## src/fbp_pkg.sv

```systemverilog
package fbp_pkg;

  // ==========================================================================
  // Geometry
  localparam int unsigned PIN_N = 4;
  localparam int unsigned MODE_W = 2;
  localparam int unsigned STAT_W = 4;

  // ==========================================================================
  // Register addresses (byte addresses on the plain port)
  localparam logic [7:0] ADDR_OUT_VALUE = 8'h0B;
  localparam logic [7:0] ADDR_MODE_LOW = 8'h2E;
  localparam logic [7:0] ADDR_MODE_HIGH = 8'h2F;
  localparam logic [7:0] ADDR_DIRECTION = 8'h30;
  localparam logic [7:0] ADDR_IRQ_ENABLE = 8'h31;
  localparam logic [7:0] ADDR_IRQ_STATUS = 8'h32;
  localparam logic [7:0] ADDR_IRQ_MASK = 8'h33;

  // ==========================================================================
  // Reset values and field positions
  localparam logic [3:0] RST_REG = 4'h0;
  localparam logic [3:0] ALL_OUTPUT = 4'hF;
  localparam logic [3:0] RD_NONE = 4'h0;
  localparam int unsigned STAT_EXT0 = 0;
  localparam int unsigned MODE_LO_BIT = 0;
  localparam int unsigned MODE_HI_BIT = 1;

  // ==========================================================================
  // Output drive types; input pull uses the same field
  typedef enum logic [1:0] {
    FBP_OUT_CMOS = 2'b00,
    FBP_OUT_NOD = 2'b01,
    FBP_OUT_POD = 2'b10,
    FBP_OUT_HIZ = 2'b11
  } fbp_omode_e;

  localparam logic [1:0] IN_PULL_DOWN = 2'b00;
  localparam logic [1:0] IN_PULL_UP = 2'b10;

endpackage : fbp_pkg

```

## src/fbp_top.sv

```systemverilog
// Decided for this implementation: the strobed register port.
`timescale 1ns/1ps
module fbp_top #(
  parameter int unsigned ADDR_W = 8
) (
  // Clock and reset
  input wire logic i_mclk,
  input wire logic i_rst_b,
  // Register port
  input wire logic [ADDR_W-1:0] i_addr,
  input wire logic [3:0] i_wdata,
  input wire logic i_wr,
  input wire logic i_rd,
  output logic [3:0] o_rdata,
  // Pins
  input wire logic [3:0] i_pin,
  output logic [3:0] o_pin_out,
  output logic [3:0] o_pin_oe_b,
  output logic [3:0] o_pull_up,
  output logic [3:0] o_pull_dn,
  // Interrupt
  output logic o_irq
);

  // ==========================================================================
  // Helpers
  function automatic logic hit(input logic [ADDR_W-1:0] a, input logic [7:0] r);
    hit = (a == ADDR_W'(r));
  endfunction : hit

  function automatic logic [1:0] pin_mode(input logic [7:0] m, input int unsigned k);
    pin_mode = m[2*k +: 2];
  endfunction : pin_mode

  // Returns {oe_b, level}
  function automatic logic [1:0] drive(input logic dir, input logic dat,
                                       input logic [1:0] mode);
    logic [1:0] r;
    r = {1'b1, 1'b0};
    if (dir) begin
      case (fbp_pkg::fbp_omode_e'(mode))
        fbp_pkg::FBP_OUT_CMOS: r = {1'b0, dat};
        fbp_pkg::FBP_OUT_NOD: r = {dat, 1'b0};
        fbp_pkg::FBP_OUT_POD: r = {~dat, 1'b1};
        default: r = {1'b1, 1'b0};
      endcase
    end
    drive = r;
  endfunction : drive

  // Returns {up, down}
  function automatic logic [1:0] pulls(input logic dir, input logic [1:0] mode);
    logic [1:0] r;
    r = 2'b00;
    if (!dir && !mode[fbp_pkg::MODE_LO_BIT]) begin
      r = mode[fbp_pkg::MODE_HI_BIT] ? 2'b10 : 2'b01;
    end
    pulls = r;
  endfunction : pulls

  // ==========================================================================
  // Registers
  logic [3:0] out_q, out_d;
  logic [3:0] dir_q, dir_d;
  logic [3:0] mlo_q, mlo_d;
  logic [3:0] mhi_q, mhi_d;
  logic [3:0] ien_q, ien_d;
  logic [3:0] stat_q, stat_d;
  logic [3:0] msk_q, msk_d;
  logic ext0_prev_q;
  logic ext0_lvl;
  logic ext0_rise;
  logic [3:0] rd_mux;
  logic [7:0] mode_d;
  logic [3:0] pin_out_d, pin_oe_b_d, pull_up_d, pull_dn_d;

  // ==========================================================================
  // Write decode
  always_comb begin
    out_d = out_q;
    dir_d = dir_q;
    mlo_d = mlo_q;
    mhi_d = mhi_q;
    ien_d = ien_q;
    msk_d = msk_q;
    if (i_wr && hit(i_addr, fbp_pkg::ADDR_OUT_VALUE)) begin
      out_d = i_wdata;
    end else if (i_wr && hit(i_addr, fbp_pkg::ADDR_DIRECTION)) begin
      dir_d = i_wdata;
    end else if (i_wr && hit(i_addr, fbp_pkg::ADDR_MODE_LOW)) begin
      mlo_d = i_wdata;
    end else if (i_wr && hit(i_addr, fbp_pkg::ADDR_MODE_HIGH)) begin
      mhi_d = i_wdata;
    end else if (i_wr && hit(i_addr, fbp_pkg::ADDR_IRQ_ENABLE)) begin
      ien_d = i_wdata;
    end else if (i_wr && hit(i_addr, fbp_pkg::ADDR_IRQ_MASK)) begin
      msk_d = i_wdata;
    end
  end

  always_ff @(posedge i_mclk or negedge i_rst_b) begin
    if (!i_rst_b) begin
      out_q <= fbp_pkg::RST_REG;
    end else begin
      out_q <= out_d;
    end
  end

  always_ff @(posedge i_mclk or negedge i_rst_b) begin
    if (!i_rst_b) begin
      dir_q <= fbp_pkg::RST_REG;
    end else begin
      dir_q <= dir_d;
    end
  end

  always_ff @(posedge i_mclk or negedge i_rst_b) begin
    if (!i_rst_b) begin
      mlo_q <= fbp_pkg::RST_REG;
      mhi_q <= fbp_pkg::RST_REG;
    end else begin
      mlo_q <= mlo_d;
      mhi_q <= mhi_d;
    end
  end

  always_ff @(posedge i_mclk or negedge i_rst_b) begin
    if (!i_rst_b) begin
      ien_q <= fbp_pkg::RST_REG;
      msk_q <= fbp_pkg::RST_REG;
    end else begin
      ien_q <= ien_d;
      msk_q <= msk_d;
    end
  end

  // ==========================================================================
  // Pin drive, computed from next values so pins move with the register
  always_comb begin
    logic [1:0] dv;
    logic [1:0] pv;
    dv = 2'b00;
    pv = 2'b00;
    mode_d = {mhi_d, mlo_d};
    pin_out_d = '0;
    pin_oe_b_d = '0;
    pull_up_d = '0;
    pull_dn_d = '0;
    for (int unsigned k = 0; k < fbp_pkg::PIN_N; k++) begin
      dv = drive(dir_d[k], out_d[k], pin_mode(mode_d, k));
      pv = pulls(dir_d[k], pin_mode(mode_d, k));
      pin_oe_b_d[k] = dv[1];
      pin_out_d[k] = dv[0];
      pull_up_d[k] = pv[1];
      pull_dn_d[k] = pv[0];
    end
  end

  always_ff @(posedge i_mclk or negedge i_rst_b) begin
    if (!i_rst_b) begin
      o_pin_out <= '0;
      o_pin_oe_b <= '1;
      o_pull_up <= '0;
      o_pull_dn <= '1;
    end else begin
      o_pin_out <= pin_out_d;
      o_pin_oe_b <= pin_oe_b_d;
      o_pull_up <= pull_up_d;
      o_pull_dn <= pull_dn_d;
    end
  end

  // ==========================================================================
  // External interrupt 0: rising edge of the enabled OR
  assign ext0_lvl = |(i_pin & ien_q);
  assign ext0_rise = ext0_lvl && !ext0_prev_q;

  always_ff @(posedge i_mclk or negedge i_rst_b) begin
    if (!i_rst_b) begin
      ext0_prev_q <= 1'b0;
    end else begin
      ext0_prev_q <= ext0_lvl;
    end
  end

  // Set beats read-clear so a coincident event is not lost
  always_comb begin
    stat_d = stat_q;
    if (i_rd && hit(i_addr, fbp_pkg::ADDR_IRQ_STATUS)) begin
      stat_d = '0;
    end
    stat_d[fbp_pkg::STAT_EXT0] = stat_d[fbp_pkg::STAT_EXT0] | ext0_rise;
  end

  always_ff @(posedge i_mclk or negedge i_rst_b) begin
    if (!i_rst_b) begin
      stat_q <= fbp_pkg::RST_REG;
    end else begin
      stat_q <= stat_d;
    end
  end

  always_ff @(posedge i_mclk or negedge i_rst_b) begin
    if (!i_rst_b) begin
      o_irq <= 1'b0;
    end else begin
      o_irq <= |(stat_d & msk_d);
    end
  end

  // ==========================================================================
  // Read path: data valid only in the cycle after the strobe
  always_comb begin
    rd_mux = fbp_pkg::RD_NONE;
    if (hit(i_addr, fbp_pkg::ADDR_OUT_VALUE)) begin
      rd_mux = (out_q & dir_q) | (i_pin & ~dir_q);
    end else if (hit(i_addr, fbp_pkg::ADDR_DIRECTION)) begin
      rd_mux = dir_q;
    end else if (hit(i_addr, fbp_pkg::ADDR_MODE_LOW)) begin
      rd_mux = mlo_q;
    end else if (hit(i_addr, fbp_pkg::ADDR_MODE_HIGH)) begin
      rd_mux = mhi_q;
    end else if (hit(i_addr, fbp_pkg::ADDR_IRQ_ENABLE)) begin
      rd_mux = ien_q;
    end else if (hit(i_addr, fbp_pkg::ADDR_IRQ_STATUS)) begin
      rd_mux = stat_q;
    end else if (hit(i_addr, fbp_pkg::ADDR_IRQ_MASK)) begin
      rd_mux = msk_q;
    end
  end

  always_ff @(posedge i_mclk or negedge i_rst_b) begin
    if (!i_rst_b) begin
      o_rdata <= fbp_pkg::RD_NONE;
    end else begin
      o_rdata <= i_rd ? rd_mux : fbp_pkg::RD_NONE;
    end
  end

  // ==========================================================================
  // Assertions
  property p_reset_clear;
    @(posedge i_mclk) disable iff (!i_rst_b)
    !$past(i_rst_b) |-> (out_q == 4'h0) && (dir_q == 4'h0) && (mlo_q == 4'h0)
      && (mhi_q == 4'h0) && (o_pin_oe_b == 4'hF) && (o_pull_dn == 4'hF);
  endproperty
  a_reset_clear: assert property (p_reset_clear)
    else $error("registers or pins not cleared after reset");

  property p_write_to_pin;
    @(posedge i_mclk) disable iff (!i_rst_b)
    (i_wr && hit(i_addr, fbp_pkg::ADDR_OUT_VALUE) && dir_q == 4'hF
      && mlo_q == 4'h0 && mhi_q == 4'h0)
      |=> (o_pin_out == $past(i_wdata)) && (o_pin_oe_b == 4'h0);
  endproperty
  a_write_to_pin: assert property (p_write_to_pin)
    else $error("pins did not take written data at the next edge");

  property p_read_mix;
    @(posedge i_mclk) disable iff (!i_rst_b)
    (i_rd && hit(i_addr, fbp_pkg::ADDR_OUT_VALUE))
      |=> o_rdata == (($past(out_q) & $past(dir_q)) | ($past(i_pin) & ~$past(dir_q)));
  endproperty
  a_read_mix: assert property (p_read_mix)
    else $error("data read does not mix stored bits and pin levels");

  property p_input_released;
    @(posedge i_mclk) disable iff (!i_rst_b)
    (o_pin_oe_b | dir_q) == 4'hF;
  endproperty
  a_input_released: assert property (p_input_released)
    else $error("input pin is being driven");

  property p_cmos_drive;
    @(posedge i_mclk) disable iff (!i_rst_b)
    (dir_q[0] && mlo_q[1:0] == 2'b00) |-> !o_pin_oe_b[0] && (o_pin_out[0] == out_q[0]);
  endproperty
  a_cmos_drive: assert property (p_cmos_drive)
    else $error("CMOS pin 0 not driven from data bit");

  property p_nod_drive;
    @(posedge i_mclk) disable iff (!i_rst_b)
    (dir_q[1] && mlo_q[3:2] == 2'b01) |-> !o_pin_out[1] && (o_pin_oe_b[1] == out_q[1]);
  endproperty
  a_nod_drive: assert property (p_nod_drive)
    else $error("open drain pin 1 drives wrongly");

  property p_high_hiz;
    @(posedge i_mclk) disable iff (!i_rst_b)
    (dir_q[2] && mhi_q[1:0] == 2'b11) |-> o_pin_oe_b[2] && !o_pull_up[2] && !o_pull_dn[2];
  endproperty
  a_high_hiz: assert property (p_high_hiz)
    else $error("pin 2 not released in high-impedance mode");

  property p_pull_sel;
    @(posedge i_mclk) disable iff (!i_rst_b)
    (!dir_q[0] && mlo_q[1:0] == 2'b10) |-> o_pull_up[0] && !o_pull_dn[0];
  endproperty
  a_pull_sel: assert property (p_pull_sel)
    else $error("pin 0 pull-up not selected");

  property p_irq_event;
    @(posedge i_mclk) disable iff (!i_rst_b)
    (ext0_lvl && !ext0_prev_q) |=> stat_q[0] && (o_irq || !msk_q[0]);
  endproperty
  a_irq_event: assert property (p_irq_event)
    else $error("enabled pin rise did not set interrupt status");

  property p_irq_disabled;
    @(posedge i_mclk) disable iff (!i_rst_b)
    (ien_q == 4'h0 && !stat_q[0]) |=> !stat_q[0];
  endproperty
  a_irq_disabled: assert property (p_irq_disabled)
    else $error("disabled pins raised interrupt status");

  property p_pod_drive;
    @(posedge i_mclk) disable iff (!i_rst_b)
    (dir_q[3] && mhi_q[3:2] == 2'b10) |-> o_pin_out[3] && (o_pin_oe_b[3] == !out_q[3]);
  endproperty
  a_pod_drive: assert property (p_pod_drive)
    else $error("P open drain pin 3 drives wrongly");

  property p_pull_down;
    @(posedge i_mclk) disable iff (!i_rst_b)
    (!dir_q[1] && mlo_q[3:2] == 2'b00) |-> o_pull_dn[1] && !o_pull_up[1];
  endproperty
  a_pull_down: assert property (p_pull_down)
    else $error("pin 1 pull-down not selected");

  property p_input_float;
    @(posedge i_mclk) disable iff (!i_rst_b)
    (!dir_q[3] && mhi_q[2]) |-> !o_pull_up[3] && !o_pull_dn[3];
  endproperty
  a_input_float: assert property (p_input_float)
    else $error("pin 3 pulled although floating input selected");

  property p_status_sticky;
    @(posedge i_mclk) disable iff (!i_rst_b)
    (stat_q[0] && !(i_rd && hit(i_addr, fbp_pkg::ADDR_IRQ_STATUS))) |=> stat_q[0];
  endproperty
  a_status_sticky: assert property (p_status_sticky)
    else $error("interrupt status dropped without a read");

  property p_status_clear;
    @(posedge i_mclk) disable iff (!i_rst_b)
    (i_rd && hit(i_addr, fbp_pkg::ADDR_IRQ_STATUS) && !ext0_rise)
      |=> (stat_q == 4'h0) && !o_irq;
  endproperty
  a_status_clear: assert property (p_status_clear)
    else $error("status read did not clear status and interrupt");

  property p_read_status;
    @(posedge i_mclk) disable iff (!i_rst_b)
    (i_rd && hit(i_addr, fbp_pkg::ADDR_IRQ_STATUS)) |=> o_rdata == $past(stat_q);
  endproperty
  a_read_status: assert property (p_read_status)
    else $error("status read returned wrong value");

endmodule : fbp_top

```

## config.mk

```make
export PLATFORM = sky130hd
export DESIGN_NAME = fbp_top
export DESIGN_NICKNAME = d
export VERILOG_FILES = /design/src/fbp_pkg.sv /design/src/fbp_top.sv
export SDC_FILE = /design/constraint.sdc
export NUM_CORES = 1
export LEC_CHECK = 0
export BUFFER_PORTS_ARGS = -buffer_cell sky130_fd_sc_hd__buf_2
export CAP_MARGIN = 15
export CORE_AREA = 5 5 74 76
export CTS_BUF_LIST = sky130_fd_sc_hd__clkbuf_4
export DETAILED_ROUTE_END_ITERATION = 10
export DIE_AREA = 0 0 79 81
export PLACE_DENSITY_LB_ADDON = 0.3
export RECOVER_POWER = 100
export SETUP_SLACK_MARGIN = 0.5
export SYNTH_ARGS = -nofsm -noshare
export SYNTH_HDL_FRONTEND = slang
export SYNTH_SLANG_ARGS = --single-unit
```

## constraint.sdc

```tcl
create_clock -name i_mclk -period 2.8 [get_ports i_mclk]
set_clock_uncertainty 0.2 [all_clocks]
set_input_delay 0.42 -clock i_mclk [delete_from_list [all_inputs] [get_ports i_mclk]]
set_output_delay 0.42 -clock i_mclk [all_outputs]
set_load 0.05 [all_outputs]
```

Word level (Yosys, flattened, before mapping). Cells that the tools add are included.

Register bits after elaboration: 50. Input port bits: 20. Output and inout bits: 21. Logic and storage cells: 113.

Equal/unequal tests: 15. Mux-type cells: 41. Bitwise operators: 15. Reductions and logical operators: 28.

Operators with widths (number): two-way mux 4 bit (25); == test 8 x 6 -> 1 bit (second input constant) (6); two-way mux 2 bit (12); one-hot mux 2 bit (3 select lines) (4); bitwise AND 4 bit (4); logical AND 1 bit (12); logical NOT 1 bit (9); == test 2 x 1 -> 1 bit (second input constant) (4); == test 2 bit (second input constant) (4); == test 8 x 4 -> 1 bit (second input constant) (1); logical NOT 2 bit (4); NOT 1 bit (8); OR reduction 4 bit (2); AND reduction 5 bit (1); NOT 4 bit (1); bitwise OR 4 bit (1); bitwise OR 1 bit (1).

Depth between registers and ports, before layout. Gate-level depths: netlist (run 1).

Depth in word-level cells: 10. Gate-level depth with buffers: 7. Gate-level depth less buffers: 6.

Least setup slack after synthesis (run 1). Ideal clock, no wire load.

Path kind: input-to-reg. From: input i_addr[7]. To: register o_irq. Arrival: 2.014 ns. Data required time: 2.476 ns. Path slack: 0.462 ns. Stages on the path: 5. Buffers on the path: 0. Path through: or3b_4 or3b_4 mux2_4 a22o_1 a211o_1.

Longest elaborated chain between the ends: 10. Elaborated cells between the ends (all ways): 24. Classes of those cells: eq/ne: 7; mux: 7; bitwise: 2; reduce/logical: 8.

RTL lines: from (decl) (line fbp_top.sv:10) `input wire logic [ADDR_W-1:0] i_addr,`; == test 8 x 6 -> 1 bit (line fbp_top.sv:28) `hit = (a == ADDR_W'(r));`; logical AND 1 bit (line fbp_top.sv:96) `end else if (i_wr && hit(i_addr, fbp_pkg::ADDR_IRQ_MASK)) begin`; two-way mux 4 bit (line fbp_top.sv:96); two-way mux 4 bit (line fbp_top.sv:94) `end else if (i_wr && hit(i_addr, fbp_pkg::ADDR_IRQ_ENABLE)) begin`; two-way mux 4 bit (line fbp_top.sv:92) `end else if (i_wr && hit(i_addr, fbp_pkg::ADDR_MODE_HIGH)) begin`; two-way mux 4 bit (line fbp_top.sv:90) `end else if (i_wr && hit(i_addr, fbp_pkg::ADDR_MODE_LOW)) begin`; two-way mux 4 bit (line fbp_top.sv:88) `end else if (i_wr && hit(i_addr, fbp_pkg::ADDR_DIRECTION)) begin`; two-way mux 4 bit (*) (line fbp_top.sv:86) `if (i_wr && hit(i_addr, fbp_pkg::ADDR_OUT_VALUE)) begin`; via msk_d[2] (line fbp_top.sv:69) `logic [3:0] msk_q, msk_d;`; bitwise AND 4 bit (*) (line fbp_top.sv:207) `o_irq <= |(stat_d & msk_d);`; OR reduction 4 bit (*) (line fbp_top.sv:207); to (signal assigned) (line fbp_top.sv:207); to (decl) (line fbp_top.sv:22) `output logic o_irq`.

The timed path passes the listed nets; every way through them passes the cells marked *. A chain may end at the register's enable or synchronous reset.

Final worst setup path (run 1).
From: input i_addr[0]. To: register o_rdata[0].

Longest elaborated chain between the ends: 9. Elaborated cells between the ends (all ways): 15. Classes of those cells: eq/ne: 7; mux: 8.

RTL lines: == test 8 x 6 -> 1 bit (line fbp_top.sv:28); two-way mux 4 bit (line fbp_top.sv:227) `end else if (hit(i_addr, fbp_pkg::ADDR_IRQ_MASK)) begin`; two-way mux 4 bit (line fbp_top.sv:225) `end else if (hit(i_addr, fbp_pkg::ADDR_IRQ_STATUS)) begin`; two-way mux 4 bit (line fbp_top.sv:223) `end else if (hit(i_addr, fbp_pkg::ADDR_IRQ_ENABLE)) begin`; two-way mux 4 bit (line fbp_top.sv:221) `end else if (hit(i_addr, fbp_pkg::ADDR_MODE_HIGH)) begin`; two-way mux 4 bit (line fbp_top.sv:219) `end else if (hit(i_addr, fbp_pkg::ADDR_MODE_LOW)) begin`; two-way mux 4 bit (line fbp_top.sv:217) `end else if (hit(i_addr, fbp_pkg::ADDR_DIRECTION)) begin`; two-way mux 4 bit (*) (line fbp_top.sv:215) `if (hit(i_addr, fbp_pkg::ADDR_OUT_VALUE)) begin`; two-way mux 4 bit (*) (line fbp_top.sv:236) `o_rdata <= i_rd ? rd_mux : fbp_pkg::RD_NONE;`; to (signal assigned) (line fbp_top.sv:234) `o_rdata <= fbp_pkg::RD_NONE;`; to (signal assigned) (line fbp_top.sv:236); to (decl) (line fbp_top.sv:14) `output logic [3:0] o_rdata,`.

Mark *: on every way between the ends. The rest lies on a longest branch, timed or not.

==> flow_summary_export.csv, run 1 <==
group,metric,value,unit
logic_synthesis,synth_top_cell_by_area,"sky130_fd_sc_hd__dfrtp_1",
final_layout,finalNonFillerCells,308,
setup_path,timing.critical_path.to_type,"flip-flop",
placement,hpwl,3.79,mm
logic_synthesis,dominant_synthesized_flop_cell,"sky130_fd_sc_hd__dfrtp_1",
logic_synthesis,synth.top_cells.by_count,"sky130_fd_sc_hd__dfrtp_1 (42), sky130_fd_sc_hd__mux2i_1 (17), sky130_fd_sc_hd__nand2_1 (16), sky130_fd_sc_hd__inv_1 (15), sky130_fd_sc_hd__mux2_2 (14)",
setup_path,critical_path.max_fanout,12,
global_route,initial_antenna_violation_count,0,
setup_path,critical_path.startpoint_type,"primary input",
timing,max_freq,446,MHz
logic_synthesis,seq_area_frac_synth,54.6,%
setup_path,critical_path_class,"in -> reg",
global_route,first_pass_grt_wire_length,8.80,mm
setup_path,worstRegToRegCells,5,
floorplan,core,4660,um^2
setup_path,worst_ep_required_time,2.84,ns
global_route,grt_max_degree,51,
setup_path,delay_heaviest_family_cp,"compound AO/OA/AOI/OAI gates",
drt,route.final.wire_length,5.20,mm
setup_path,cell_count_along_the_critical_path,7,
clock_tree,ctsLongestPathBuffers,2,
timing,final.period_utilization,80.0,%
clock_tree,tritoncts.num_buffers,5,
clock_tree,post_cts.repair.setup_buffers,0,
placement,gp_congestion,0.959,
pwr,power_per_cell_area,529,nW/um^2
logic_synthesis,post_synthesis_cell_area,2310,um^2
clock_tree,clk_transition_reported_paths,0.14,ns
timing,finalSetupTns,0,ns
clock_tree,clkLatencyLatePin,0.36,ns
min_path,hp-class,"in -> reg",
timing,max_slew.worst_pin.slew,1.19,ns
drt,postRouteAntennaNets,0,
timing,final_max_slew_viol_count,0,
clock_tree,cts.htree.levels,2,
placement,post-place-cells,299,
final_layout,final_net_count,273,
logic_synthesis,edff_count_synth,0,
timing,final_period_minus_worst_setup_slack,2.24,ns
setup_path,max_stage_delay,0.45,ns
pwr,static-leakage-power,1.33,nW
floorplan,starting_density,49.5,%
clock_tree,clock-root-buffer,"sky130_fd_sc_hd__clkbuf_4",
min_path,whs_path_depth,3,
clock_tree,clock_sink_count,50,
timing,unrepaired_setup_endpoints_after_global_routing,"no",
timing,relSlewSlack,20.7,%
job,cap_viol_max_count,0,
global_route,grt.overflow.total,0,
final_layout,diodes,0,
drt,drcViolationCount,0,
logic_synthesis,syn_nets,226,
logic_synthesis,synth.distinct_cells,37,
floorplan,fp.dieH,81,um
setup_path,crit_slowest_cell,"sky130_fd_sc_hd__clkbuf_1",
floorplan,fp.dieArea,6400,um^2
logic_synthesis,share_of_synthesized_registers_carrying_an_async_set_or_reset,100,%
status,status,"completed",
setup_path,timing.critical_path.buf_inv,2,
drt,drtIter0Drc,195,
setup_path,cp_cell_sequence,"clkbuf_1, clkbuf_1, nor2b_1, o31ai_1, a2111oi_0, a2111oi_0, a211oi_1",
placement,port_buffer_count,40,
final_layout,final_layout_size_suffix_gt1_share,18.1,%
pwr,max-vdd-ir-drop,0.000353,V
drt,num_vias,1710,
clock_tree,clock_tree_from_tritoncts,"done",
final_layout,filler_cell_count,415,
global_route,number_of_global_route_vias_before_repair,1725,
logic_synthesis,yosys.cell_count.top_type,"sky130_fd_sc_hd__dfrtp_1",
logic_synthesis,synth-warning-count,0,
logic_synthesis,area_contributors_post_synth,"sky130_fd_sc_hd__dfrtp_1 (46%), sky130_fd_sc_hd__dfstp_2 (9.1%), sky130_fd_sc_hd__mux2i_1 (7.4%), sky130_fd_sc_hd__mux2_2 (6.8%), sky130_fd_sc_hd__nand2_1 (2.6%)",
drt,routed_wire_length_per_instance,16.9,um
drt,drt_pre_antenna_iters,4,
logic_synthesis,synthDominantCellAreaShare,45.5,%
floorplan,die_x,79,um
timing,final-hold-violation-count,0,
floorplan,ioPinCount,41,
global_route,grt.total_usage,18.2,%
setup_path,critPathArrivalTime,2.28,ns
logic_synthesis,syn-instance-count,206,
logic_synthesis,syn-mean-instance-area,11.2,um^2
floorplan,core.rowCount,25,
final_layout,syn_to_final_growth,14.2,%
timing,report.final.setup_viol,0,
logic_synthesis,synth-seq-cells,50,
drt,viasPerCell,5.55,
==> repair_timing <==
| item | 4_1_cts | 5_1_grt |
|---|---|---|
| hold buffers | 1 | 0 |
| setup endpoints to repair | 0 | 0 |
| resized for setup | 0 | 0 |
| hold endpoints to repair | 42 | 0 |
==> area by class of cell <==
cell class | count | area [um^2] | area share, %
Clock buffer | 6 | 45.0 | 1.71
Clock inverter | 2 | 37.5 | 1.42
Inverter | 15 | 56.3 | 2.14
Multi-Input combinational cell | 135 | 960 | 36.4
Sequential cell | 50 | 1260 | 47.8
Tap cell | 54 | 67.6 | 2.56
Timing Repair Buffer | 46 | 209 | 7.93
==> logic make-up after synthesis <==
kind of cell           count (synthesis)  synth area share [%]
muxes                                 32                  14.9
buffers and inverters                 21                  3.41
and+or+nand+nor                       69                  16.6
DFF                                   50                  54.6
AOI/OAI and AO/OA                     34                  10.5
==> metal layers <==
| layer | routed length, um | global-route usage [%] |
|---|---|---|
| met2 | 2320 | 27.0 |
| met3 | 293 | 4.10 |
| met5 | 0 | 0 |
| met4 | 95 | 6.53 |
| met1 | 2490 | 26.2 |
==> state kept, by name, indices dropped and copies added, names as in the netlist <==
name and cells:
dir_q 4, mhi_q 4, msk_q 4, o_pull_dn 4, stat_q 4, o_rdata 4
mlo_q 4, o_irq 1, ien_q 4, o_pin_out 4, out_q 4, ext0_prev_q 1
o_pin_oe_b 4, o_pull_up 4
==> report_power, final <==
part           internal, mW  leakage [nW]  switching (mW)
logic                0.0533         0.625           0.139
clock network         0.198        0.0419           0.220
registers             0.766         0.661          0.0191
total                  1.02          1.33           0.378
==> worst min-delay path: cells and delay by family <==
kind            cells  cell delay [ns]
buf+inv             2             0.15
compound gates      1             0.09
==> metrics by stage <==
step / hold WS [ns] / power [mW] / utilization (%) / area (um^2) / setup WS, ns
global placement: 0.295 / 0.997 / 55.6 / 2590 / 0.357
floorplan: -0.0756 / 0.923 / - / 2310 / 0.505
finish: 0.127 / 1.40 / 56.6 / 2640 / 0.559
global route: 0.102 / 1.47 / 56.6 / 2640 / 0.312
CTS: 0.114 / 1.42 / 57.6 / 2680 / 0.708
detailed placement: 0.287 / 0.998 / 55.6 / 2590 / 0.318
==> cells in the final DEF (no fill, tap or decap), types with 2 or more instances in the layout <==
cell type,instances
sky130_fd_sc_hd__nand3b_1,2
sky130_fd_sc_hd__nand4b_1,2
sky130_fd_sc_hd__nor2_1,12
sky130_fd_sc_hd__nor2b_1,7
sky130_fd_sc_hd__o311a_1,2
sky130_fd_sc_hd__a22o_1,2
sky130_fd_sc_hd__buf_2,17
sky130_fd_sc_hd__a211o_1,2
sky130_fd_sc_hd__and3_1,2
sky130_fd_sc_hd__dfstp_2,8
sky130_fd_sc_hd__a21oi_1,10
sky130_fd_sc_hd__nand4_1,6
sky130_fd_sc_hd__and2_0,2
sky130_fd_sc_hd__nand3_1,3
sky130_fd_sc_hd__a2111oi_0,5
sky130_fd_sc_hd__inv_1,15
sky130_fd_sc_hd__o31ai_1,3
sky130_fd_sc_hd__mux2_2,8
sky130_fd_sc_hd__mux2_1,7
sky130_fd_sc_hd__and2_1,2
sky130_fd_sc_hd__o21ai_0,2
sky130_fd_sc_hd__dfrtp_1,42
sky130_fd_sc_hd__nand2b_1,2
sky130_fd_sc_hd__a22oi_1,2
sky130_fd_sc_hd__clkbuf_1,25
sky130_fd_sc_hd__clkbuf_4,6
sky130_fd_sc_hd__a211oi_1,2
sky130_fd_sc_hd__or3b_1,2
sky130_fd_sc_hd__nand2_1,16
sky130_fd_sc_hd__mux2i_1,17
sky130_fd_sc_hd__nor3_1,7
sky130_fd_sc_hd__buf_4,2
==> worst paths after layout <==
check	startpoint	endpoint	slack, ns
max in group asynchronous	i_rst_b	out_q[0]	1.00
worst max-delay path	i_addr[0]	o_rdata[0]	0.56
worst min register to register	ext0_prev_q	stat_q[0]	0.29
worst min-delay path	i_pin[3]	ext0_prev_q	0.13
min in group asynchronous	i_rst_b	ien_q[2]	0.70
worst max register to register	mlo_q[0]	o_rdata[0]	0.77
No activity file was read; power rests on OpenSTA's default activity.
==> inputs of run 2 (changes only) <==
==> constraint.sdc (replaced) <==
create_clock -name i_mclk -period 1.8 [get_ports i_mclk]
set_clock_uncertainty 0.2 [all_clocks]
set_input_delay 0.27 -clock i_mclk [delete_from_list [all_inputs] [get_ports i_mclk]]
set_output_delay 0.27 -clock i_mclk [all_outputs]
set_load 0.05 [all_outputs]
==> flow_summary_export.csv, run 2 (synthesized netlist as in run 1, its figures left out) <==
group,metric,value,unit
setup_path,critPathArrivalTime,1.95,ns
clock_tree,cts.htree.levels,2,
floorplan,core,4660,um^2
floorplan,core.rowCount,25,
pwr,fin_total_pwr,2.33,mW
timing,relSlewSlack,27.3,%
clock_tree,clock-root-buffer,"sky130_fd_sc_hd__clkbuf_4",
final_layout,filler_cell_count,251,
setup_path,critical_path.startpoint_type,"flip-flop",
timing,max_freq,524,MHz
status,status,"finished with violations",
drt,postRouteAntennaNets,0,
job,cap_viol_max_count,0,
setup_path,critical_path.max_fanout,2,
placement,gp_congestion,0.901,
clock_tree,clk_transition_reported_paths,0.17,ns
drt,viasPerCell,6.04,
status,violated_checks,"setup timing",
drt,drcViolationCount,0,
clock_tree,clkLatencyLatePin,0.37,ns
placement,hpwl,4.49,mm
final_layout,diodes,0,
min_path,hp-class,"in -> reg",
floorplan,fp.dieH,81,um
pwr,static-leakage-power,1.80,nW
drt,drt_pre_antenna_iters,5,
timing,max_slew.worst_pin.slew,1.09,ns
clock_tree,clock_tree_from_tritoncts,"done",
global_route,grt.overflow.total,0,
drt,route.final.wire_length,7.93,mm
floorplan,starting_density,49.5,%
final_layout,final_layout_size_suffix_gt1_share,62.6,%
timing,unrepaired_setup_endpoints_after_global_routing,"yes",
clock_tree,clock_sink_count,50,
timing,final.period_utilization,106,%
final_layout,syn_to_final_growth,64.6,%
setup_path,worst_ep_required_time,1.84,ns
timing,final_max_slew_viol_count,0,
final_layout,final_net_count,329,
clock_tree,tritoncts.num_buffers,5,
setup_path,timing.critical_path.to_type,"flip-flop",
placement,port_buffer_count,40,
global_route,first_pass_grt_wire_length,11.8,mm
timing,report.final.setup_viol,3,
pwr,power_per_cell_area,614,nW/um^2
timing,final-hold-violation-count,0,
final_layout,layout.cells.most_common,"sky130_fd_sc_hd__dfrtp_1",
floorplan,ioPinCount,41,
floorplan,die_x,79,um
timing,finalWorstSetupSlack,-0.109,ns
drt,drtIter0Drc,253,
drt,num_vias,2197,
global_route,initial_antenna_violation_count,0,
global_route,grt_max_degree,51,
clock_tree,ctsLongestPathBuffers,2,
drt,routed_wire_length_per_instance,21.8,um
timing,final_period_minus_worst_setup_slack,1.91,ns
final_layout,final_core_density,81.5,%
floorplan,fp.dieArea,6400,um^2
global_route,grt.total_usage,24.2,%
setup_path,critical_path_class,"reg -> reg",
final_layout,layout.cells.most_common_list,"sky130_fd_sc_hd__dfrtp_1 (42), sky130_fd_sc_hd__buf_4 (36), sky130_fd_sc_hd__buf_6 (35)",
global_route,number_of_global_route_vias_before_repair,2279,
pwr,max-vdd-ir-drop,0.000466,V
[run 2: cell types whose count changed in the layout (fill, tap and decap cells not counted), sizes merged]
| cell | delta |
|---|---|
| bufinv | -1 |
| inv | +1 |
| buf | +80 |
| clkinvlp | +1 |
| dlygate4sd3 | +1 |
| clkbuf | -26 |
[run 2: cell type report]
cell class,count,area [um^2],area share [%]
multi-input cells,135,1420,37.3
clock inverters,3,23.8,0.626
clock buffers,5,37.5,0.988
inverters,15,58.8,1.55
well taps,54,67.6,1.78
repair buffers,102,935,24.6
flip-flops and latches,50,1260,33.2
[run 2: report_power, final]
part	internal [mW]	switching, mW
Clock	0.157	0.377
Sequential	1.19	0.0508
Combinational	0.248	0.305
[run 2: path summary, 6_finish.rpt]
check | endpoint | slack [ns] | start | depth (start not counted)
min in group asynchronous | mhi_q[0] | 0.51 | i_rst_b | 3
worst min-delay path | stat_q[0] | 0.08 | i_pin[3] | 3
worst max-delay path | o_rdata[3] | -0.11 | mlo_q[3] | 5
max in group asynchronous | msk_q[3] | 0.23 | i_rst_b | 3
worst max register to register | o_rdata[3] | -0.11 | mlo_q[3] | 5
worst min register to register | stat_q[0] | 0.28 | ext0_prev_q | 1
[run 2: per-layer routing]
| layer | vias to the layer above | routed length [um] | track usage, % |
|---|---|---|---|
| met5 | - | 0 | 0 |
| met3 | 23 | 498 | 5.54 |
| met2 | 113 | 3940 | 41.3 |
| met1 | 1113 | 3280 | 30.1 |
| li1 | 948 | - | - |
| met4 | 0 | 218 | 9.11 |
[run 2: repair_timing]
action                     in CTS  in global routing
gates cloned                    0                  0
hold endpoints to repair       54                  0
setup endpoints to repair      65                 70
resized for setup             123                 38
hold buffers                    2                  0
pin swaps                      16                 19
setup buffers                   7                  9
[run 2: critical path: stages (launching register included)]
cell                        delay (ns)
sky130_fd_sc_hd__dfrtp_1          0.44
sky130_fd_sc_hd__nor2b_4          0.14
sky130_fd_sc_hd__o31ai_1          0.32
sky130_fd_sc_hd__a2111oi_2        0.12
sky130_fd_sc_hd__a2111oi_1        0.42
sky130_fd_sc_hd__a211oi_2         0.13
[run 2: through the flow]
stage,worst slack [ns],cell area (um^2),TNS [ns],hold WS (ns),std cells
after floorplan,-0.305,2440,-2.29,-0.226,206
final,-0.109,3800,-0.203,0.0764,364
after global placement,-0.458,3000,-7.72,0.0747,338
after CTS,-0.0314,3600,-0.0533,0.0622,355
after global routing,-0.175,3800,-0.362,0.0855,364
after detailed placement,-0.484,3000,-7.91,0.0743,338
==> inputs of run 3 (changes only) <==
--- a/config.mk
+++ b/config.mk
@@ -14,6 +14,7 @@
 export PLACE_DENSITY_LB_ADDON = 0.3
 export RECOVER_POWER = 100
 export SETUP_SLACK_MARGIN = 0.5
+export SKIP_CTS_REPAIR_TIMING = 1
 export SYNTH_ARGS = -nofsm -noshare
 export SYNTH_HDL_FRONTEND = slang
 export SYNTH_SLANG_ARGS = --single-unit
==> flow_summary_export.csv, run 3 (synthesized netlist as in run 1, its figures left out) <==
group,metric,value,unit
status,status,"finished with violations",
status,violated_checks,"setup timing",
drt,routed_wire_length_per_instance,19.8,um
final_layout,finalNonFillerCells,358,
pwr,power_switching,698,uW
drt,num_vias,2111,
global_route,grt_use_met1,27.8,%
pwr,power_per_cell_area,622,nW/um^2
min_path,worstHoldEndpoint,"o_rdata[3]",
placement,pre_cts_slack,-0.484,ns
floorplan,die_x,79,um
pwr,static-leakage-power,1.79,nW
setup_path,reg2reg_setup_slack,0.04,ns
final_layout,syn_to_final_growth,58.7,%
pwr,clock_power_share,23.0,%
clock_tree,clock_tree_from_tritoncts,"done",
timing,final_period_minus_worst_setup_slack,1.86,ns
setup_path,worst_r2r_startpoint,"mlo_q[0]",
setup_path,critical_path.startpoint_type,"primary input",
floorplan,ioPinCount,41,
timing,relSlewSlack,29.0,%
timing,unrepaired_setup_endpoints_after_global_routing,"yes",
final_layout,layout.cells.most_common_list,"sky130_fd_sc_hd__dfrtp_1 (42), sky130_fd_sc_hd__buf_6 (38), sky130_fd_sc_hd__buf_4 (28)",
timing,final_max_slew_viol_count,0,
pwr,comb_power_share,22.6,%
job,cap_viol_max_count,0,
clock_tree,clock_sink_count,50,
pwr,power.switching_fraction,30.6,%
setup_path,timing.critical_path.to_type,"flip-flop",
final_layout,layout.cells.most_common,"sky130_fd_sc_hd__dfrtp_1",
setup_path,critical_path_class,"in -> reg",
clock_tree,clock-root-buffer,"sky130_fd_sc_hd__clkbuf_4",
timing,report.final.setup_viol,1,
setup_path,worstRegToRegCells,5,
global_route,grt.overflow.total,0,
clock_tree,clkLatencyLatePin,0.37,ns
placement,gp_congestion,0.901,
clock_tree,clk_transition_reported_paths,0.14,ns
global_route,grt_use_met2,31.2,%
floorplan,fp.dieArea,6400,um^2
drt,route.final.wire_length,7.09,mm
global_route,top_usage_layer,"met2",
global_route,number_of_global_route_vias_before_repair,1964,
timing,max_slew.worst_pin.slew,1.07,ns
timing,final.period_utilization,103,%
pwr,max-vdd-ir-drop,0.000426,V
timing,max_freq,537,MHz
final_layout,diodes,0,
placement,post-place-cells,338,
pwr,fin_total_pwr,2.28,mW
floorplan,core,4660,um^2
global_route,first_pass_grt_wire_length,9.76,mm
timing,final-hold-violation-count,0,
pwr,p_seq_share,54.4,%
floorplan,fp.dieH,81,um
drt,drcViolationCount,0,
global_route,grt_max_degree,51,
min_path,hp-start,"i_rd",
placement,port_buffer_count,40,
timing,hold-worst-slack,0.0105,ns
setup_path,critical_path.max_fanout,4,
clock_tree,ctsLongestPathBuffers,2,
pwr,power_report.internal_total,1.58,mW
final_layout,final_net_count,323,
setup_path,critPathArrivalTime,1.92,ns
clock_tree,tritoncts.num_buffers,5,
final_layout,final_layout_size_suffix_gt1_share,59.5,%
drt,postRouteAntennaNets,0,
drt,viasPerCell,5.90,
global_route,groute.layer.met3.usage,4.10,%
min_path,hp-class,"in -> reg",
drt,drtIter0Drc,162,
timing,finalWorstSetupSlack,-0.0622,ns
floorplan,starting_density,49.5,%
global_route,initial_antenna_violation_count,0,
setup_path,crit_path_start,"i_addr[6]",
clock_tree,cts.htree.levels,2,
final_layout,filler_cell_count,263,
floorplan,core.rowCount,25,
global_route,grt.total_usage,19.8,%
setup_path,reg2reg_to,"o_rdata[0]",
drt,drt_pre_antenna_iters,4,
min_path,whs_path_depth,3,
setup_path,worst_ep_required_time,1.86,ns
placement,hpwl,4.49,mm
==> run 3: cell types whose count changed in the layout (fill, tap and decap cells not counted), sizes merged <==
| cell | previous run | this run |
|---|---|---|
| buf | 99 | 94 |
| clkbuf | 6 | 5 |
==> run 3: worst max-delay path by stage <==
stage	end	slack, ns	cells after the start
after floorplan	o_irq	-0.30	5
after global placement	o_irq	-0.46	6
after detailed placement	o_irq	-0.48	6
after CTS	o_rdata[0]	-0.18	5
after global routing	o_rdata[0]	-0.10	5
final	o_irq	-0.06	6
==> run 3: power by group through the flow <==
stage	clock network, mW	registers [mW]	logic [mW]
detailed placement	0	1.24	0.389
floorplan	0	1.32	0.141
CTS	0.544	1.22	0.390
global placement	0	1.24	0.381
finish	0.525	1.24	0.516
global route	0.593	1.25	0.549
==> run 3: layer usage <==
metal,share of wire (%),routed length (um)
met1,41,2880
met2,48,3430
met5,0,0
met3,8.0,569
met4,2.9,203
==> run 3: layout make-up <==
type	count	area [um^2]	area share (%)
clock buffer	5	37.5	1.02
clock inverter	3	23.8	0.649
inverter	15	58.8	1.61
multi-input combinational	135	1310	35.8
sequential	50	1260	34.4
tap	54	67.6	1.84
timing repair buffer	96	903	24.7
==> run 3: metrics by stage <==
| stage | TNS (ns) | util, % | cell area (um^2) |
|---|---|---|---|
| final | -0.0622 | 78.6 | 3660 |
| after global routing | -0.192 | 78.6 | 3660 |
| after CTS | -0.424 | 65.7 | 3060 |
| after detailed placement | -7.91 | 64.3 | 3000 |
| after global placement | -7.72 | 64.3 | 3000 |
| after floorplan | -2.29 | - | 2440 |
==> run 3: critical path: stages <==
cell and delay (ns):
sky130_fd_sc_hd__buf_8 0.10, sky130_fd_sc_hd__or3b_4 0.39, sky130_fd_sc_hd__or3b_4 0.42, sky130_fd_sc_hd__mux2_4 0.32, sky130_fd_sc_hd__a22o_1 0.21, sky130_fd_sc_hd__a211o_1 0.22
